==> config.mk <==
export PLATFORM = sky130hd
export DESIGN_NAME = sts_top
export DESIGN_NICKNAME = d
export VERILOG_FILES = /design/src/rtl/sts_pkg.sv /design/src/rtl/sts_seq_if.sv /design/src/rtl/sts_top.sv /design/src/rtl/sts_seq.sv /design/src/rtl/sts_bufctl.sv
export VERILOG_INCLUDE_DIRS = /design/src /design/src/rtl
export SDC_FILE = /design/constraint.sdc
export NUM_CORES = 1
export LEC_CHECK = 0
export BUFFER_PORTS_ARGS = -buffer_cell sky130_fd_sc_hd__buf_2
export CAP_MARGIN = 10
export CORE_MARGIN = 4
export CORE_UTILIZATION = 66
export DETAILED_ROUTE_END_ITERATION = 7
export GPL_TIMING_DRIVEN = 0
export PLACE_DENSITY = 0.86
export SYNTH_ARGS = -nofsm -noshare
export SYNTH_HDL_FRONTEND = slang
export SYNTH_HIERARCHICAL = 1
export SYNTH_SLANG_ARGS = --single-unit
==> constraint.sdc <==
create_clock -name aclk -period 7.1 [get_ports aclk]
set_input_delay 0.71 -clock aclk [delete_from_list [all_inputs] [get_ports aclk]]
set_output_delay 0.71 -clock aclk [all_outputs]
set_load 0.03 [all_outputs]
==> src/rtl/sts_cfg.svh <==
// Register map, field positions, reset values and timing counts
// Behaviour
// - Input side starts on software, data compare, start pin or event.
// - Input side stops on save done, compare, stop pin, event or software.
// - Output sequencer starts on software, start pin or event output.
// - Output side stops on last sample count, stop pin, event or software.
// - Start, stop and clock pins are each sensed on a chosen edge.
// - Input buffer runs as FIFO or overwriting ring of 128M words.
// - Output buffer runs as FIFO or repeating ring of 256k words.
// - Input scan covers 32 single-ended or 16 differential channels.
// - Input side drives two chosen status pins, sampling clock among them.
// - Output side drives two chosen status pins, generation clock among them.
`ifndef STS_CFG_SVH
`define STS_CFG_SVH
`define STS_CTRL 8'h00
`define STS_AI_CFG 8'h04
`define STS_AO_CFG 8'h08
`define STS_AI_LIM 8'h0c
`define STS_AO_LIM 8'h10
`define STS_AI_PER 8'h14
`define STS_AO_PER 8'h18
`define STS_STATUS 8'h1c
`define STS_AI_LVL 8'h20
`define STS_AO_LVL 8'h24
`define STS_AI_POP 8'h28
`define STS_AO_PUSH 8'h2c
`define STS_GO_AI 0
`define STS_HALT_AI 1
`define STS_GO_AO 2
`define STS_HALT_AO 3
`define STS_CLR_AI 4
`define STS_CLR_AO 5
`define STS_F_START 0
`define STS_F_STOP 2
`define STS_F_START_FALL 5
`define STS_F_STOP_FALL 6
`define STS_F_CLK_FALL 7
`define STS_F_CLK_EXT 8
`define STS_F_RING 9
`define STS_F_DIFF 10
`define STS_F_NCH 11
`define STS_F_SEL0 16
`define STS_F_SEL1 18
`define STS_CFG_MASK 32'h000f_ffff
`define STS_CFG_RST 32'h0000_0000
`define STS_LIM_RST 32'h0000_0000
`define STS_CLK_NS 50
`define STS_CONV_NS 10000
`define STS_PER_RST 16'((`STS_CONV_NS + `STS_CLK_NS - 1) / `STS_CLK_NS)
`define STS_AI_DW 27
`define STS_AO_DW 18
`define STS_SE_LAST 5'h1f
`define STS_DIFF_LAST 5'h0f
`endif

==> src/rtl/sts_pkg.sv <==
// Types shared by the sampling trigger sequencer
package sts_pkg;
  typedef enum logic [1:0] {
    ST_SW = 2'h0, ST_CMP = 2'h1, ST_EXT = 2'h2, ST_EVT = 2'h3
  } sts_start_e;
  typedef enum logic [2:0] {
    SP_CNT = 3'h0, SP_CMP = 3'h1, SP_EXT = 3'h2, SP_EVT = 3'h3, SP_SW = 3'h4
  } sts_stop_e;
  typedef enum logic [1:0] {
    SS_CLK = 2'h0, SS_RUN = 2'h1, SS_START = 2'h2, SS_STOP = 2'h3
  } sts_stsel_e;
  typedef enum logic {S_IDLE = 1'b0, S_RUN = 1'b1} sts_run_e;
  // Edge of a pin against its previous sample
  function automatic logic sts_edge(logic prev, logic cur, logic fall);
    return fall ? (prev & ~cur) : (~prev & cur);
  endfunction
  // Status pin source selection
  function automatic logic sts_stmux(sts_stsel_e s, logic [3:0] src);
    return src[s];
  endfunction
  // Byte-lane merge of a bus write
  function automatic logic [31:0] sts_wmerge(logic [31:0] o, logic [31:0] n,
                                            logic [3:0] st);
    for (int i = 0; i < 4; i++) begin
      if (st[i]) o[8*i +: 8] = n[8*i +: 8];
    end
    return o;
  endfunction
endpackage

==> src/rtl/sts_seq_if.sv <==
// Configuration and state between register block and one sequencer
`timescale 1ns/1ps
interface sts_seq_if;
  import sts_pkg::*;
  sts_start_e start_src;
  sts_stop_e stop_src;
  sts_stsel_e sel0;
  sts_stsel_e sel1;
  logic start_fall;
  logic stop_fall;
  logic clk_fall;
  logic clk_ext;
  logic [15:0] period;
  logic [31:0] limit;
  logic sw_start;
  logic sw_stop;
  logic running;
  logic tick;
  logic [1:0] st;
  modport regs(output start_src, stop_src, sel0, sel1, start_fall, stop_fall,
               clk_fall, clk_ext, period, limit, sw_start, sw_stop,
               input running, tick, st);
  modport seq(input start_src, stop_src, sel0, sel1, start_fall, stop_fall,
              clk_fall, clk_ext, period, limit, sw_start, sw_stop,
              output running, tick, st);
endinterface

==> src/rtl/sts_top.sv <==
// Sampling trigger sequencer with AXI4-Lite register slave
//
// Implementation choices: the placing of the registers and register access over AXI4-Lite.
`timescale 1ns/1ps
`include "sts_cfg.svh"
module sts_top import sts_pkg::*; #(
  parameter int AI_DW = `STS_AI_DW,
  parameter int AO_DW = `STS_AO_DW
) (
  // Clock and reset
  input wire logic aclk,
  input wire logic aresetn,
  // AXI4-Lite write address
  input wire logic awvalid,
  output logic awready,
  input wire logic [7:0] awaddr,
  // AXI4-Lite write data
  input wire logic wvalid,
  output logic wready,
  input wire logic [31:0] wdata,
  input wire logic [3:0] wstrb,
  // AXI4-Lite write response
  output logic bvalid,
  input wire logic bready,
  output logic [1:0] bresp,
  // AXI4-Lite read address
  input wire logic arvalid,
  output logic arready,
  input wire logic [7:0] araddr,
  // AXI4-Lite read data
  output logic rvalid,
  input wire logic rready,
  output logic [31:0] rdata,
  output logic [1:0] rresp,
  // Input side pins
  input wire logic ai_ext_start,
  input wire logic ai_ext_stop,
  input wire logic ai_ext_clk,
  input wire logic ai_cmp_hit,
  input wire logic ai_evt_start,
  input wire logic ai_evt_stop,
  output logic ai_conv,
  output logic [4:0] ai_chan,
  output logic [1:0] ai_status,
  // Output side pins
  input wire logic ao_ext_start,
  input wire logic ao_ext_stop,
  input wire logic ao_ext_clk,
  input wire logic ao_evt_start,
  input wire logic ao_evt_stop,
  output logic ao_conv,
  output logic [1:0] ao_status
);
  // Offsets that answer OKAY
  function automatic logic mapped(logic [7:0] a);
    return (a[1:0] == 2'h0) && (a <= `STS_AO_PUSH);
  endfunction

  logic [7:0] aw_addr_q;
  logic [31:0] w_data_q;
  logic [3:0] w_strb_q;
  logic aw_full_q, w_full_q, bvalid_q, rvalid_q;
  logic [1:0] bresp_q, rresp_q;
  logic [31:0] rdata_q;
  logic [31:0] ai_cfg_q, ao_cfg_q, ai_lim_q, ao_lim_q;
  logic [15:0] ai_per_q, ao_per_q;
  logic [5:0] ctl_q;
  logic ai_pop_q, ao_push_q;
  logic [4:0] chan_q;
  logic [AI_DW:0] ai_lvl;
  logic [AO_DW:0] ao_lvl;
  logic ai_lost, ao_lost;
  logic [31:0] rd_mux;

  // Address and data are captured independently; the response waits for both
  wire aw_hs = awvalid & awready;
  wire w_hs = wvalid & wready;
  wire ar_hs = arvalid & arready;
  wire wr_go = aw_full_q & w_full_q & ~bvalid_q;
  wire wr_ok = mapped(aw_addr_q);
  assign awready = ~aw_full_q;
  assign wready = ~w_full_q;
  assign arready = ~rvalid_q;

  // Write strobes per register
  wire wr_ctrl = wr_go & (aw_addr_q == `STS_CTRL);
  wire wr_ai_cfg = wr_go & (aw_addr_q == `STS_AI_CFG);
  wire wr_ao_cfg = wr_go & (aw_addr_q == `STS_AO_CFG);
  wire wr_ai_lim = wr_go & (aw_addr_q == `STS_AI_LIM);
  wire wr_ao_lim = wr_go & (aw_addr_q == `STS_AO_LIM);
  wire wr_ai_per = wr_go & (aw_addr_q == `STS_AI_PER);
  wire wr_ao_per = wr_go & (aw_addr_q == `STS_AO_PER);
  wire wr_ai_pop = wr_go & (aw_addr_q == `STS_AI_POP);
  wire wr_ao_push = wr_go & (aw_addr_q == `STS_AO_PUSH);
  wire [31:0] w_merged = sts_wmerge(32'h0, w_data_q, w_strb_q);
  // Period writes merge into a zero-extended copy, then keep 16 bits
  wire [31:0] ai_per_m = sts_wmerge({16'h0, ai_per_q}, w_data_q, w_strb_q);
  wire [31:0] ao_per_m = sts_wmerge({16'h0, ao_per_q}, w_data_q, w_strb_q);

  // Bus channel state
  always_ff @(posedge aclk) begin
    if (!aresetn) begin
      aw_addr_q <= 8'h00;
      w_data_q <= 32'h0;
      w_strb_q <= 4'h0;
      aw_full_q <= 1'b0;
      w_full_q <= 1'b0;
      bvalid_q <= 1'b0;
      bresp_q <= 2'h0;
    end else begin
      if (aw_hs) aw_addr_q <= awaddr;
      if (w_hs) w_data_q <= wdata;
      if (w_hs) w_strb_q <= wstrb;
      aw_full_q <= (aw_full_q & ~wr_go) | aw_hs;
      w_full_q <= (w_full_q & ~wr_go) | w_hs;
      bvalid_q <= (bvalid_q & ~bready) | wr_go;
      if (wr_go) bresp_q <= wr_ok ? 2'h0 : 2'h2;
    end
  end

  // Read answer one cycle after the address is taken
  always_ff @(posedge aclk) begin
    if (!aresetn) begin
      rvalid_q <= 1'b0;
      rdata_q <= 32'h0;
      rresp_q <= 2'h0;
    end else begin
      rvalid_q <= (rvalid_q & ~rready) | ar_hs;
      if (ar_hs) rdata_q <= mapped(araddr) ? rd_mux : 32'h0;
      if (ar_hs) rresp_q <= mapped(araddr) ? 2'h0 : 2'h2;
    end
  end
  assign bvalid = bvalid_q;
  assign bresp = bresp_q;
  assign rvalid = rvalid_q;
  assign rdata = rdata_q;
  assign rresp = rresp_q;

  // Configuration registers; writes obey the byte strobes
  always_ff @(posedge aclk) begin
    if (!aresetn) begin
      ai_cfg_q <= `STS_CFG_RST;
      ao_cfg_q <= `STS_CFG_RST;
      ai_lim_q <= `STS_LIM_RST;
      ao_lim_q <= `STS_LIM_RST;
      ai_per_q <= `STS_PER_RST;
      ao_per_q <= `STS_PER_RST;
    end else begin
      if (wr_ai_cfg)
        ai_cfg_q <= sts_wmerge(ai_cfg_q, w_data_q, w_strb_q) & `STS_CFG_MASK;
      if (wr_ao_cfg)
        ao_cfg_q <= sts_wmerge(ao_cfg_q, w_data_q, w_strb_q) & `STS_CFG_MASK;
      if (wr_ai_lim) ai_lim_q <= sts_wmerge(ai_lim_q, w_data_q, w_strb_q);
      if (wr_ao_lim) ao_lim_q <= sts_wmerge(ao_lim_q, w_data_q, w_strb_q);
      if (wr_ai_per) ai_per_q <= ai_per_m[15:0];
      if (wr_ao_per) ao_per_q <= ao_per_m[15:0];
    end
  end

  // Command pulses: one cycle each, reading back as zero
  always_ff @(posedge aclk) begin
    if (!aresetn) begin
      ctl_q <= 6'h00;
      ai_pop_q <= 1'b0;
      ao_push_q <= 1'b0;
    end else begin
      ctl_q <= wr_ctrl ? w_merged[5:0] : 6'h00;
      ai_pop_q <= wr_ai_pop;
      ao_push_q <= wr_ao_push;
    end
  end

  // Sequencer configuration
  sts_seq_if ai_if ();
  sts_seq_if ao_if ();
  assign ai_if.start_src = sts_start_e'(ai_cfg_q[`STS_F_START +: 2]);
  assign ai_if.stop_src = sts_stop_e'(ai_cfg_q[`STS_F_STOP +: 3]);
  assign ai_if.sel0 = sts_stsel_e'(ai_cfg_q[`STS_F_SEL0 +: 2]);
  assign ai_if.sel1 = sts_stsel_e'(ai_cfg_q[`STS_F_SEL1 +: 2]);
  assign ai_if.start_fall = ai_cfg_q[`STS_F_START_FALL];
  assign ai_if.stop_fall = ai_cfg_q[`STS_F_STOP_FALL];
  assign ai_if.clk_fall = ai_cfg_q[`STS_F_CLK_FALL];
  assign ai_if.clk_ext = ai_cfg_q[`STS_F_CLK_EXT];
  assign ai_if.period = ai_per_q;
  assign ai_if.limit = ai_lim_q;
  assign ai_if.sw_start = ctl_q[`STS_GO_AI];
  assign ai_if.sw_stop = ctl_q[`STS_HALT_AI];
  assign ao_if.start_src = sts_start_e'(ao_cfg_q[`STS_F_START +: 2]);
  assign ao_if.stop_src = sts_stop_e'(ao_cfg_q[`STS_F_STOP +: 3]);
  assign ao_if.sel0 = sts_stsel_e'(ao_cfg_q[`STS_F_SEL0 +: 2]);
  assign ao_if.sel1 = sts_stsel_e'(ao_cfg_q[`STS_F_SEL1 +: 2]);
  assign ao_if.start_fall = ao_cfg_q[`STS_F_START_FALL];
  assign ao_if.stop_fall = ao_cfg_q[`STS_F_STOP_FALL];
  assign ao_if.clk_fall = ao_cfg_q[`STS_F_CLK_FALL];
  assign ao_if.clk_ext = ao_cfg_q[`STS_F_CLK_EXT];
  assign ao_if.period = ao_per_q;
  assign ao_if.limit = ao_lim_q;
  assign ao_if.sw_start = ctl_q[`STS_GO_AO];
  assign ao_if.sw_stop = ctl_q[`STS_HALT_AO];

  // Input sequencer
  sts_seq #(.HAS_CMP(1'b1)) u_ai_seq (
    .aclk(aclk),
    .aresetn(aresetn),
    .cf(ai_if.seq),
    .ext_start(ai_ext_start),
    .ext_stop(ai_ext_stop),
    .ext_clk(ai_ext_clk),
    .cmp_hit(ai_cmp_hit),
    .evt_start(ai_evt_start),
    .evt_stop(ai_evt_stop)
  );

  // Output sequencer; it has no compare source
  sts_seq #(.HAS_CMP(1'b0)) u_ao_seq (
    .aclk(aclk),
    .aresetn(aresetn),
    .cf(ao_if.seq),
    .ext_start(ao_ext_start),
    .ext_stop(ao_ext_stop),
    .ext_clk(ao_ext_clk),
    .cmp_hit(1'b0),
    .evt_start(ao_evt_start),
    .evt_stop(ao_evt_stop)
  );

  // Input buffer gets one word per converted channel
  sts_bufctl #(.DW(AI_DW), .REPLAY(1'b0)) u_ai_buf (
    .aclk(aclk),
    .aresetn(aresetn),
    .push(ai_if.tick),
    .pop(ai_pop_q),
    .clear(ctl_q[`STS_CLR_AI]),
    .ring(ai_cfg_q[`STS_F_RING]),
    .level(ai_lvl),
    .lost(ai_lost)
  );

  // Output buffer is loaded by software and, in FIFO mode, drained per generated sample
  sts_bufctl #(.DW(AO_DW), .REPLAY(1'b1)) u_ao_buf (
    .aclk(aclk),
    .aresetn(aresetn),
    .push(ao_push_q),
    .pop(ao_if.tick),
    .clear(ctl_q[`STS_CLR_AO]),
    .ring(ao_cfg_q[`STS_F_RING]),
    .level(ao_lvl),
    .lost(ao_lost)
  );

  // Scan limit: fewer channels exist in differential wiring
  wire diff = ai_cfg_q[`STS_F_DIFF];
  wire [4:0] nch = ai_cfg_q[`STS_F_NCH +: 5];
  wire [4:0] hw_last = diff ? `STS_DIFF_LAST : `STS_SE_LAST;
  wire [4:0] scan_last = (nch > hw_last) ? hw_last : nch;
  wire scan_wrap = (chan_q >= scan_last);

  // Channel scan restarts at zero with each start
  always_ff @(posedge aclk) begin
    if (!aresetn) begin
      chan_q <= 5'h00;
    end else if (!ai_if.running) begin
      chan_q <= 5'h00;
    end else if (ai_if.tick) begin
      chan_q <= scan_wrap ? 5'h00 : chan_q + 5'h01;
    end
  end

  // Read selection
  wire [31:0] status_w = {19'h0, chan_q, 2'h0, ao_lost, ai_lost,
                          (ao_lvl == '0), ao_lvl[AO_DW], ai_if.running & 1'b1,
                          ao_if.running};
  assign rd_mux =
    (araddr == `STS_AI_CFG) ? ai_cfg_q :
    (araddr == `STS_AO_CFG) ? ao_cfg_q :
    (araddr == `STS_AI_LIM) ? ai_lim_q :
    (araddr == `STS_AO_LIM) ? ao_lim_q :
    (araddr == `STS_AI_PER) ? {16'h0, ai_per_q} :
    (araddr == `STS_AO_PER) ? {16'h0, ao_per_q} :
    (araddr == `STS_STATUS) ? status_w :
    (araddr == `STS_AI_LVL) ? 32'(ai_lvl) :
    (araddr == `STS_AO_LVL) ? 32'(ao_lvl) : 32'h0;

  // Pin outputs, all from flip-flops: sequencer tick and status, and the scan counter chan_q for the channel
  assign ai_conv = ai_if.tick;
  assign ai_chan = chan_q;
  assign ai_status = ai_if.st;
  assign ao_conv = ao_if.tick;
  assign ao_status = ao_if.st;

  // Checks
  a_scan_wrap: assert property (@(posedge aclk) disable iff (!aresetn)
    (ai_if.running && ai_if.tick && chan_q == hw_last && !$rose(diff))
    |=> chan_q == 5'h00) else $error("Scan passed the last channel");
  a_idle_keep: assert property (@(posedge aclk) disable iff (!aresetn)
    (!ai_if.running && !ai_pop_q && !ctl_q[`STS_CLR_AI]) |=> $stable(ai_lvl))
    else $error("Idle input buffer changed");
  a_ao_status: assert property (@(posedge aclk) disable iff (!aresetn)
    $past(ao_if.sel1) == SS_CLK |-> ao_status[1] == ao_conv)
    else $error("Output status pin not showing clock");
  c_write_resp: cover property (@(posedge aclk) bvalid && bready);
endmodule // sts_top

==> src/rtl/sts_seq.sv <==
// One start/stop sequencer with pacer, edge select and status pins
`timescale 1ns/1ps
module sts_seq import sts_pkg::*; #(
  parameter bit HAS_CMP = 1'b1
) (
  // Clock and reset
  input wire logic aclk,
  input wire logic aresetn,
  // Register side
  sts_seq_if.seq cf,
  // Trigger and clock sources
  input wire logic ext_start,
  input wire logic ext_stop,
  input wire logic ext_clk,
  input wire logic cmp_hit,
  input wire logic evt_start,
  input wire logic evt_stop
);
  sts_run_e state_q, state_d;
  logic [2:0] prev_q;
  logic [15:0] pace_q;
  logic [31:0] cnt_q;
  logic tick_q;
  logic [1:0] st_q;
  logic start_hit, stop_hit, tick_d;
  // Pin edges on the configured polarity
  wire start_edge = sts_edge(prev_q[0], ext_start, cf.start_fall);
  wire stop_edge = sts_edge(prev_q[1], ext_stop, cf.stop_fall);
  wire clk_edge = sts_edge(prev_q[2], ext_clk, cf.clk_fall);
  wire running = (state_q == S_RUN);
  wire cnt_done = (cf.limit != 32'h0) && (cnt_q == cf.limit);
  wire pace_wrap = ({1'b0, pace_q} + 17'h1) >= {1'b0, cf.period};
  // Source selection; compare is absent on the output side
  assign start_hit = (cf.start_src == ST_SW) ? cf.sw_start :
    (cf.start_src == ST_CMP) ? (HAS_CMP & cmp_hit) :
    (cf.start_src == ST_EXT) ? start_edge : evt_start;
  assign stop_hit = (cf.stop_src == SP_CNT) ? cnt_done :
    (cf.stop_src == SP_CMP) ? (HAS_CMP & cmp_hit) :
    (cf.stop_src == SP_EXT) ? stop_edge :
    (cf.stop_src == SP_EVT) ? evt_stop :
    (cf.stop_src == SP_SW) ? cf.sw_stop : 1'b0;
  // No clock while idle or in the stopping cycle
  assign tick_d = running & ~stop_hit & (cf.clk_ext ? clk_edge : pace_wrap);
  // Run state
  always_comb begin
    state_d = state_q;
    unique case (state_q)
      S_IDLE: if (start_hit) state_d = S_RUN;
      S_RUN: if (stop_hit) state_d = S_IDLE;
    endcase
  end
  // Counters and registered outputs
  always_ff @(posedge aclk) begin
    if (!aresetn) begin
      state_q <= S_IDLE;
      prev_q <= 3'h0;
      pace_q <= 16'h0;
      cnt_q <= 32'h0;
      tick_q <= 1'b0;
      st_q <= 2'h0;
    end else begin
      state_q <= state_d;
      prev_q <= {ext_clk, ext_stop, ext_start};
      pace_q <= (!running || pace_wrap) ? 16'h0 : pace_q + 16'h1;
      cnt_q <= running ? cnt_q + {31'h0, tick_d} : 32'h0;
      tick_q <= tick_d;
      st_q[0] <= sts_stmux(cf.sel0, {stop_hit, start_hit, running, tick_d});
      st_q[1] <= sts_stmux(cf.sel1, {stop_hit, start_hit, running, tick_d});
    end
  end
  assign cf.running = running;
  assign cf.tick = tick_q;
  assign cf.st = st_q;
  // Checks
  a_idle_no_tick: assert property (@(posedge aclk) disable iff (!aresetn)
    !running |=> !tick_q) else $error("Conversion clock while idle");
  a_sw_start: assert property (@(posedge aclk) disable iff (!aresetn)
    (!running && cf.start_src == ST_SW && cf.sw_start) |=> running)
    else $error("Software start ignored");
  a_ext_stop: assert property (@(posedge aclk) disable iff (!aresetn)
    (running && cf.stop_src == SP_EXT && cf.stop_fall && $fell(ext_stop))
    |=> !running ##1 !tick_q) else $error("Falling stop edge ignored");
  a_cnt_stop: assert property (@(posedge aclk) disable iff (!aresetn)
    (running && cf.stop_src == SP_CNT && cnt_done) |=> !running)
    else $error("Sample count did not stop");
  a_st_clock: assert property (@(posedge aclk) disable iff (!aresetn)
    $past(cf.sel0) == SS_CLK |-> st_q[0] == tick_q)
    else $error("Status pin not showing clock");
  c_start: cover property (@(posedge aclk) !running ##1 running);
  c_cnt_stop: cover property (@(posedge aclk) running && cnt_done);
endmodule // sts_seq

==> src/rtl/sts_bufctl.sv <==
// Occupancy tracking of one sample buffer, FIFO or ring
`timescale 1ns/1ps
module sts_bufctl import sts_pkg::*; #(
  parameter int DW = 18,
  parameter bit REPLAY = 1'b0
) (
  // Clock and reset
  input wire logic aclk,
  input wire logic aresetn,
  // Word events
  input wire logic push,
  input wire logic pop,
  input wire logic clear,
  input wire logic ring,
  // State
  output logic [DW:0] level,
  output logic lost
);
  logic [DW:0] lvl_q;
  logic lost_q;
  wire full = lvl_q[DW];
  wire empty = (lvl_q == '0);
  // A replaying ring keeps its words; an overwriting ring keeps its level
  wire do_pop = pop & ~empty & ~(REPLAY & ring);
  wire do_push = push & ~full;
  wire overrun = push & full & ~ring;
  wire [DW:0] lvl_d = (clear ? '0 : lvl_q - {{DW{1'b0}}, do_pop})
                      + {{DW{1'b0}}, do_push};
  // Level and overrun flag; a new overrun wins over clear
  always_ff @(posedge aclk) begin
    if (!aresetn) begin
      lvl_q <= '0;
      lost_q <= 1'b0;
    end else begin
      lvl_q <= lvl_d;
      lost_q <= (lost_q & ~clear) | overrun;
    end
  end
  assign level = lvl_q;
  assign lost = lost_q;
  a_fifo_refuse: assert property (@(posedge aclk) disable iff (!aresetn)
    (push && full && !ring && !pop && !clear) |=> (lvl_q[DW] && lost_q))
    else $error("Full FIFO accepted a word");
  a_ring_replay: assert property (@(posedge aclk) disable iff (!aresetn)
    (REPLAY && ring && pop && !push && !clear) |=> $stable(lvl_q))
    else $error("Replaying ring lost a word");
  c_ring_wrap: cover property (@(posedge aclk) push && full && ring);
endmodule // sts_bufctl

==> flow_metrics.env <==
export IMPL_gr_total_overflow=0
export IMPL_yosys_register_bits=390
export IMPL_peakVddDrop_uv=187
export IMPL_drcViolationCount=3
export IMPL_track_usage=0.415
export IMPL_wl_per_cell_um=23.3
export IMPL_cap_violations=0
export IMPL_slew_viol_final=0
export IMPL_hp_class="primary input to flop"
export IMPL_period_share=0.777
export IMPL_io_buffers=116
export IMPL_antenna_found_initial=3
export IMPL_cts_root_buf="clkbuf_16"
export IMPL_status="complete, but fails checks"
export IMPL_drt_wl_total_mm=73.6
export IMPL_ys_flop_type="dfxtp_1"
export IMPL_fmax_mhz=181
export IMPL_h_tree_depth=2
export IMPL_clockBufferDepth=3
export IMPL_cts_tree="built"
export IMPL_final_layout_size_suffix_gt1_frac=0.107
export IMPL_ant_nets=0
export IMPL_worstPathArrival_ns=5.99
export IMPL_cts_hold_buf=0
export IMPL_setup_tns_ns=0
export IMPL_leakage_nw=9.07
export IMPL_die_w_um=185
export IMPL_synthTopCellsByArea="dfxtp_1, nand2_1, xor2_1, a21oi_1, nor2_1"
export IMPL_n_fill_cell=2321
export IMPL_final_cell_area_sq_um=23300
export IMPL_fin_util=0.755
export IMPL_finalClockSkew_ns=0.0247
export IMPL_worstSetupEndpointType="flop"
export IMPL_ys_types=102
export IMPL_post_cts_buffers=0
export IMPL_setup_violations=0
export IMPL_dr_pass1_iters=8
export IMPL_hold_path_startpoint="wdata[24]"
export IMPL_die_y_um=185
export IMPL_grt_pass1_vias=19200
export IMPL_p_total_mw=4.72
export IMPL_cp_max_fo=10
export IMPL_finalCriticalPeriod_ns=5.51
export IMPL_rows=64
export IMPL_rsz0062_at_grt="no"
export IMPL_nets=2848
export IMPL_avgViaCountPerCell=6.63
export IMPL_path_class="flop to flop"
export IMPL_critPathLaunch="u_ai_buf/level[13]$_SDFF_PN0_"
export IMPL_grtUsageMet2=0.641
export IMPL_synth_edf_count=0
export IMPL_core_area_sq_um=30800
export IMPL_clkTransAtPathRegs_ns=0.07
export IMPL_grt_start_max_net_pins=24
export IMPL_cp_required_ns=7.58
export IMPL_startpoint_type="flop"
export IMPL_syn_avg_cell_area_sq_um=8.10
export IMPL_post_synth_top_area_cell="dfxtp_1"
export IMPL_hold_viol_final=0
export IMPL_area_growth_pct=12.1
export IMPL_drt_iter0_markers=2849
export IMPL_synth_commonest_cells="nand2_1, dfxtp_1, a21oi_1"
export IMPL_worst_slack_ns=1.59
export IMPL_slew_headroom=0.308
export IMPL_violations="design-rule violations"
export IMPL_use_met1=0.557
export IMPL_seq_area_frac_synth=0.376
export IMPL_grt_first_pass_wirelength_mm=111
export IMPL_vias=20900
export IMPL_boundaryPins=122
export IMPL_cts_sinks=390
export IMPL_clkLatencyLatePin_ns=0.56
export IMPL_syn_area_sq_um=20700
export IMPL_use_met3=0.0672
export IMPL_die_area_sq_um=34300
export IMPL_synthArstFlopShare=0
export IMPL_yosysMostFrequentCell="nand2_1"
export IMPL_busiest_layer="met2"
export IMPL_tightestPinTransition_ns=1.03
export IMPL_numCtsBuffers=41
export IMPL_cts_repair_resized=0
export IMPL_gp_congestion=1.03
export IMPL_hpwl_mm=55.9
export IMPL_yosysWarnings=6
export IMPL_synthCells=2562
export IMPL_synth_top_area_share=0.376
export IMPL_reg2reg_from="u_ai_buf/level[13]$_SDFF_PN0_"
export IMPL_preCtsSetupSlack_ns=1.75
export IMPL_power_density_nw_per_um2=203
export IMPL_start_util=0.673
export IMPL_placed_area_sq_um=21800
## per-stage QoR
step,hold slack [ns],instances
floorplan,0.433,2563
global placement,0.442,3075
detailed placement,0.455,3076
CTS,0.388,3150
global route,0.395,3152
finish,0.393,3153
## routing by layer
metal  up-vias  routed length (um)
li1       9416                   -
met2      1408               31800
met1      9763               28400
met4         2                4960
met5         -                  13
met3       317                8440
## registers in the layout (all words and copies together) (netlist names), 19 cells and up
name and count:
ai_cfg_q 20, ai_if.limit 32, ao_cfg_q 20, ao_if.limit 32
rdata 32, u_ai_buf/level 28, u_ai_seq/cnt_q 32, u_ao_buf/level 19
u_ao_seq/cnt_q 32, w_data_q 32
## worst max-delay path, cell delays in order, from the launching register on
cell and delay (ns):
dfxtp_1 0.40, or4_4 0.57, or4b_4 0.51, buf_6 0.16, nor2_1 0.09, nand3_1 0.10
o31a_1 0.29, ha_1 0.26, ha_1 0.29, nor2_1 0.17, ha_1 0.24, inv_1 0.10
a2111oi_2 0.72, and4b_1 0.42, nand4_1 0.34, or4_1 0.60, a21oi_1 0.19
## power breakdown
| part | total [mW] | switching (mW) | internal, mW |
|---|---|---|---|
| combinational | 0.214 | 0.153 | 0.0612 |
| clock | 2.27 | 0.941 | 1.32 |
| sequential | 2.24 | 0.0317 | 2.21 |
| total | 4.72 | 1.13 | 3.59 |
## final timing paths
kind,to,slack [ns],cells after the start
worst max-delay path,u_ai_buf/level[22]$_SDFF_PN0_,1.59,16
worst max register to register,u_ai_buf/level[22]$_SDFF_PN0_,1.59,16
worst min register to register,ao_cfg_q[14]$_SDFFE_PN0P_,0.47,2
worst min-delay path,w_data_q[24]$_SDFFE_PN0P_,0.39,3
## final cells by class
cell class	count	area, sq um	share of cell area
diodes	3	7.51	0.000323
plain buffers	132	581	0.0250
flip-flops and latches	390	7810	0.336
repair buffers	117	586	0.0252
clock inverters	18	236	0.0102
inverters	60	225	0.00968
well taps	396	495	0.0213
multi-input cells	1981	12100	0.522
clock buffers	56	1180	0.0509
## layout by cell type (no fill, tap or decap), types with 42 or more instances in the layout
master	Yosys	final
clkbuf_1	78	84
nand2_1	404	404
buf_2	30	147
nor2_1	208	208
inv_1	59	59
xor2_1	143	143
o21ai_0	91	91
nand3_1	147	147
ha_1	55	55
clkbuf_16	0	42
nor2b_1	56	56
dfxtp_1	390	390
nor4_1	56	56
xnor2_1	58	58
a21oi_1	211	211
nand4_1	54	54
## cell families (layout without fill, tap and decap cells)
family,Yosys count,in the layout,share of synthesized area
buffers and inverters,192,383,0.0388
adders and majority gates,55,55,0.0332
and+or+nand+nor,1177,1177,0.291
muxes,50,50,0.0257
AOI/OAI and AO/OA,496,496,0.150
xor gates and xnor gates,201,201,0.0848
other,1,5,0.000181
DFF,390,390,0.376
Note: power is estimated with default switching activity, not from simulation.
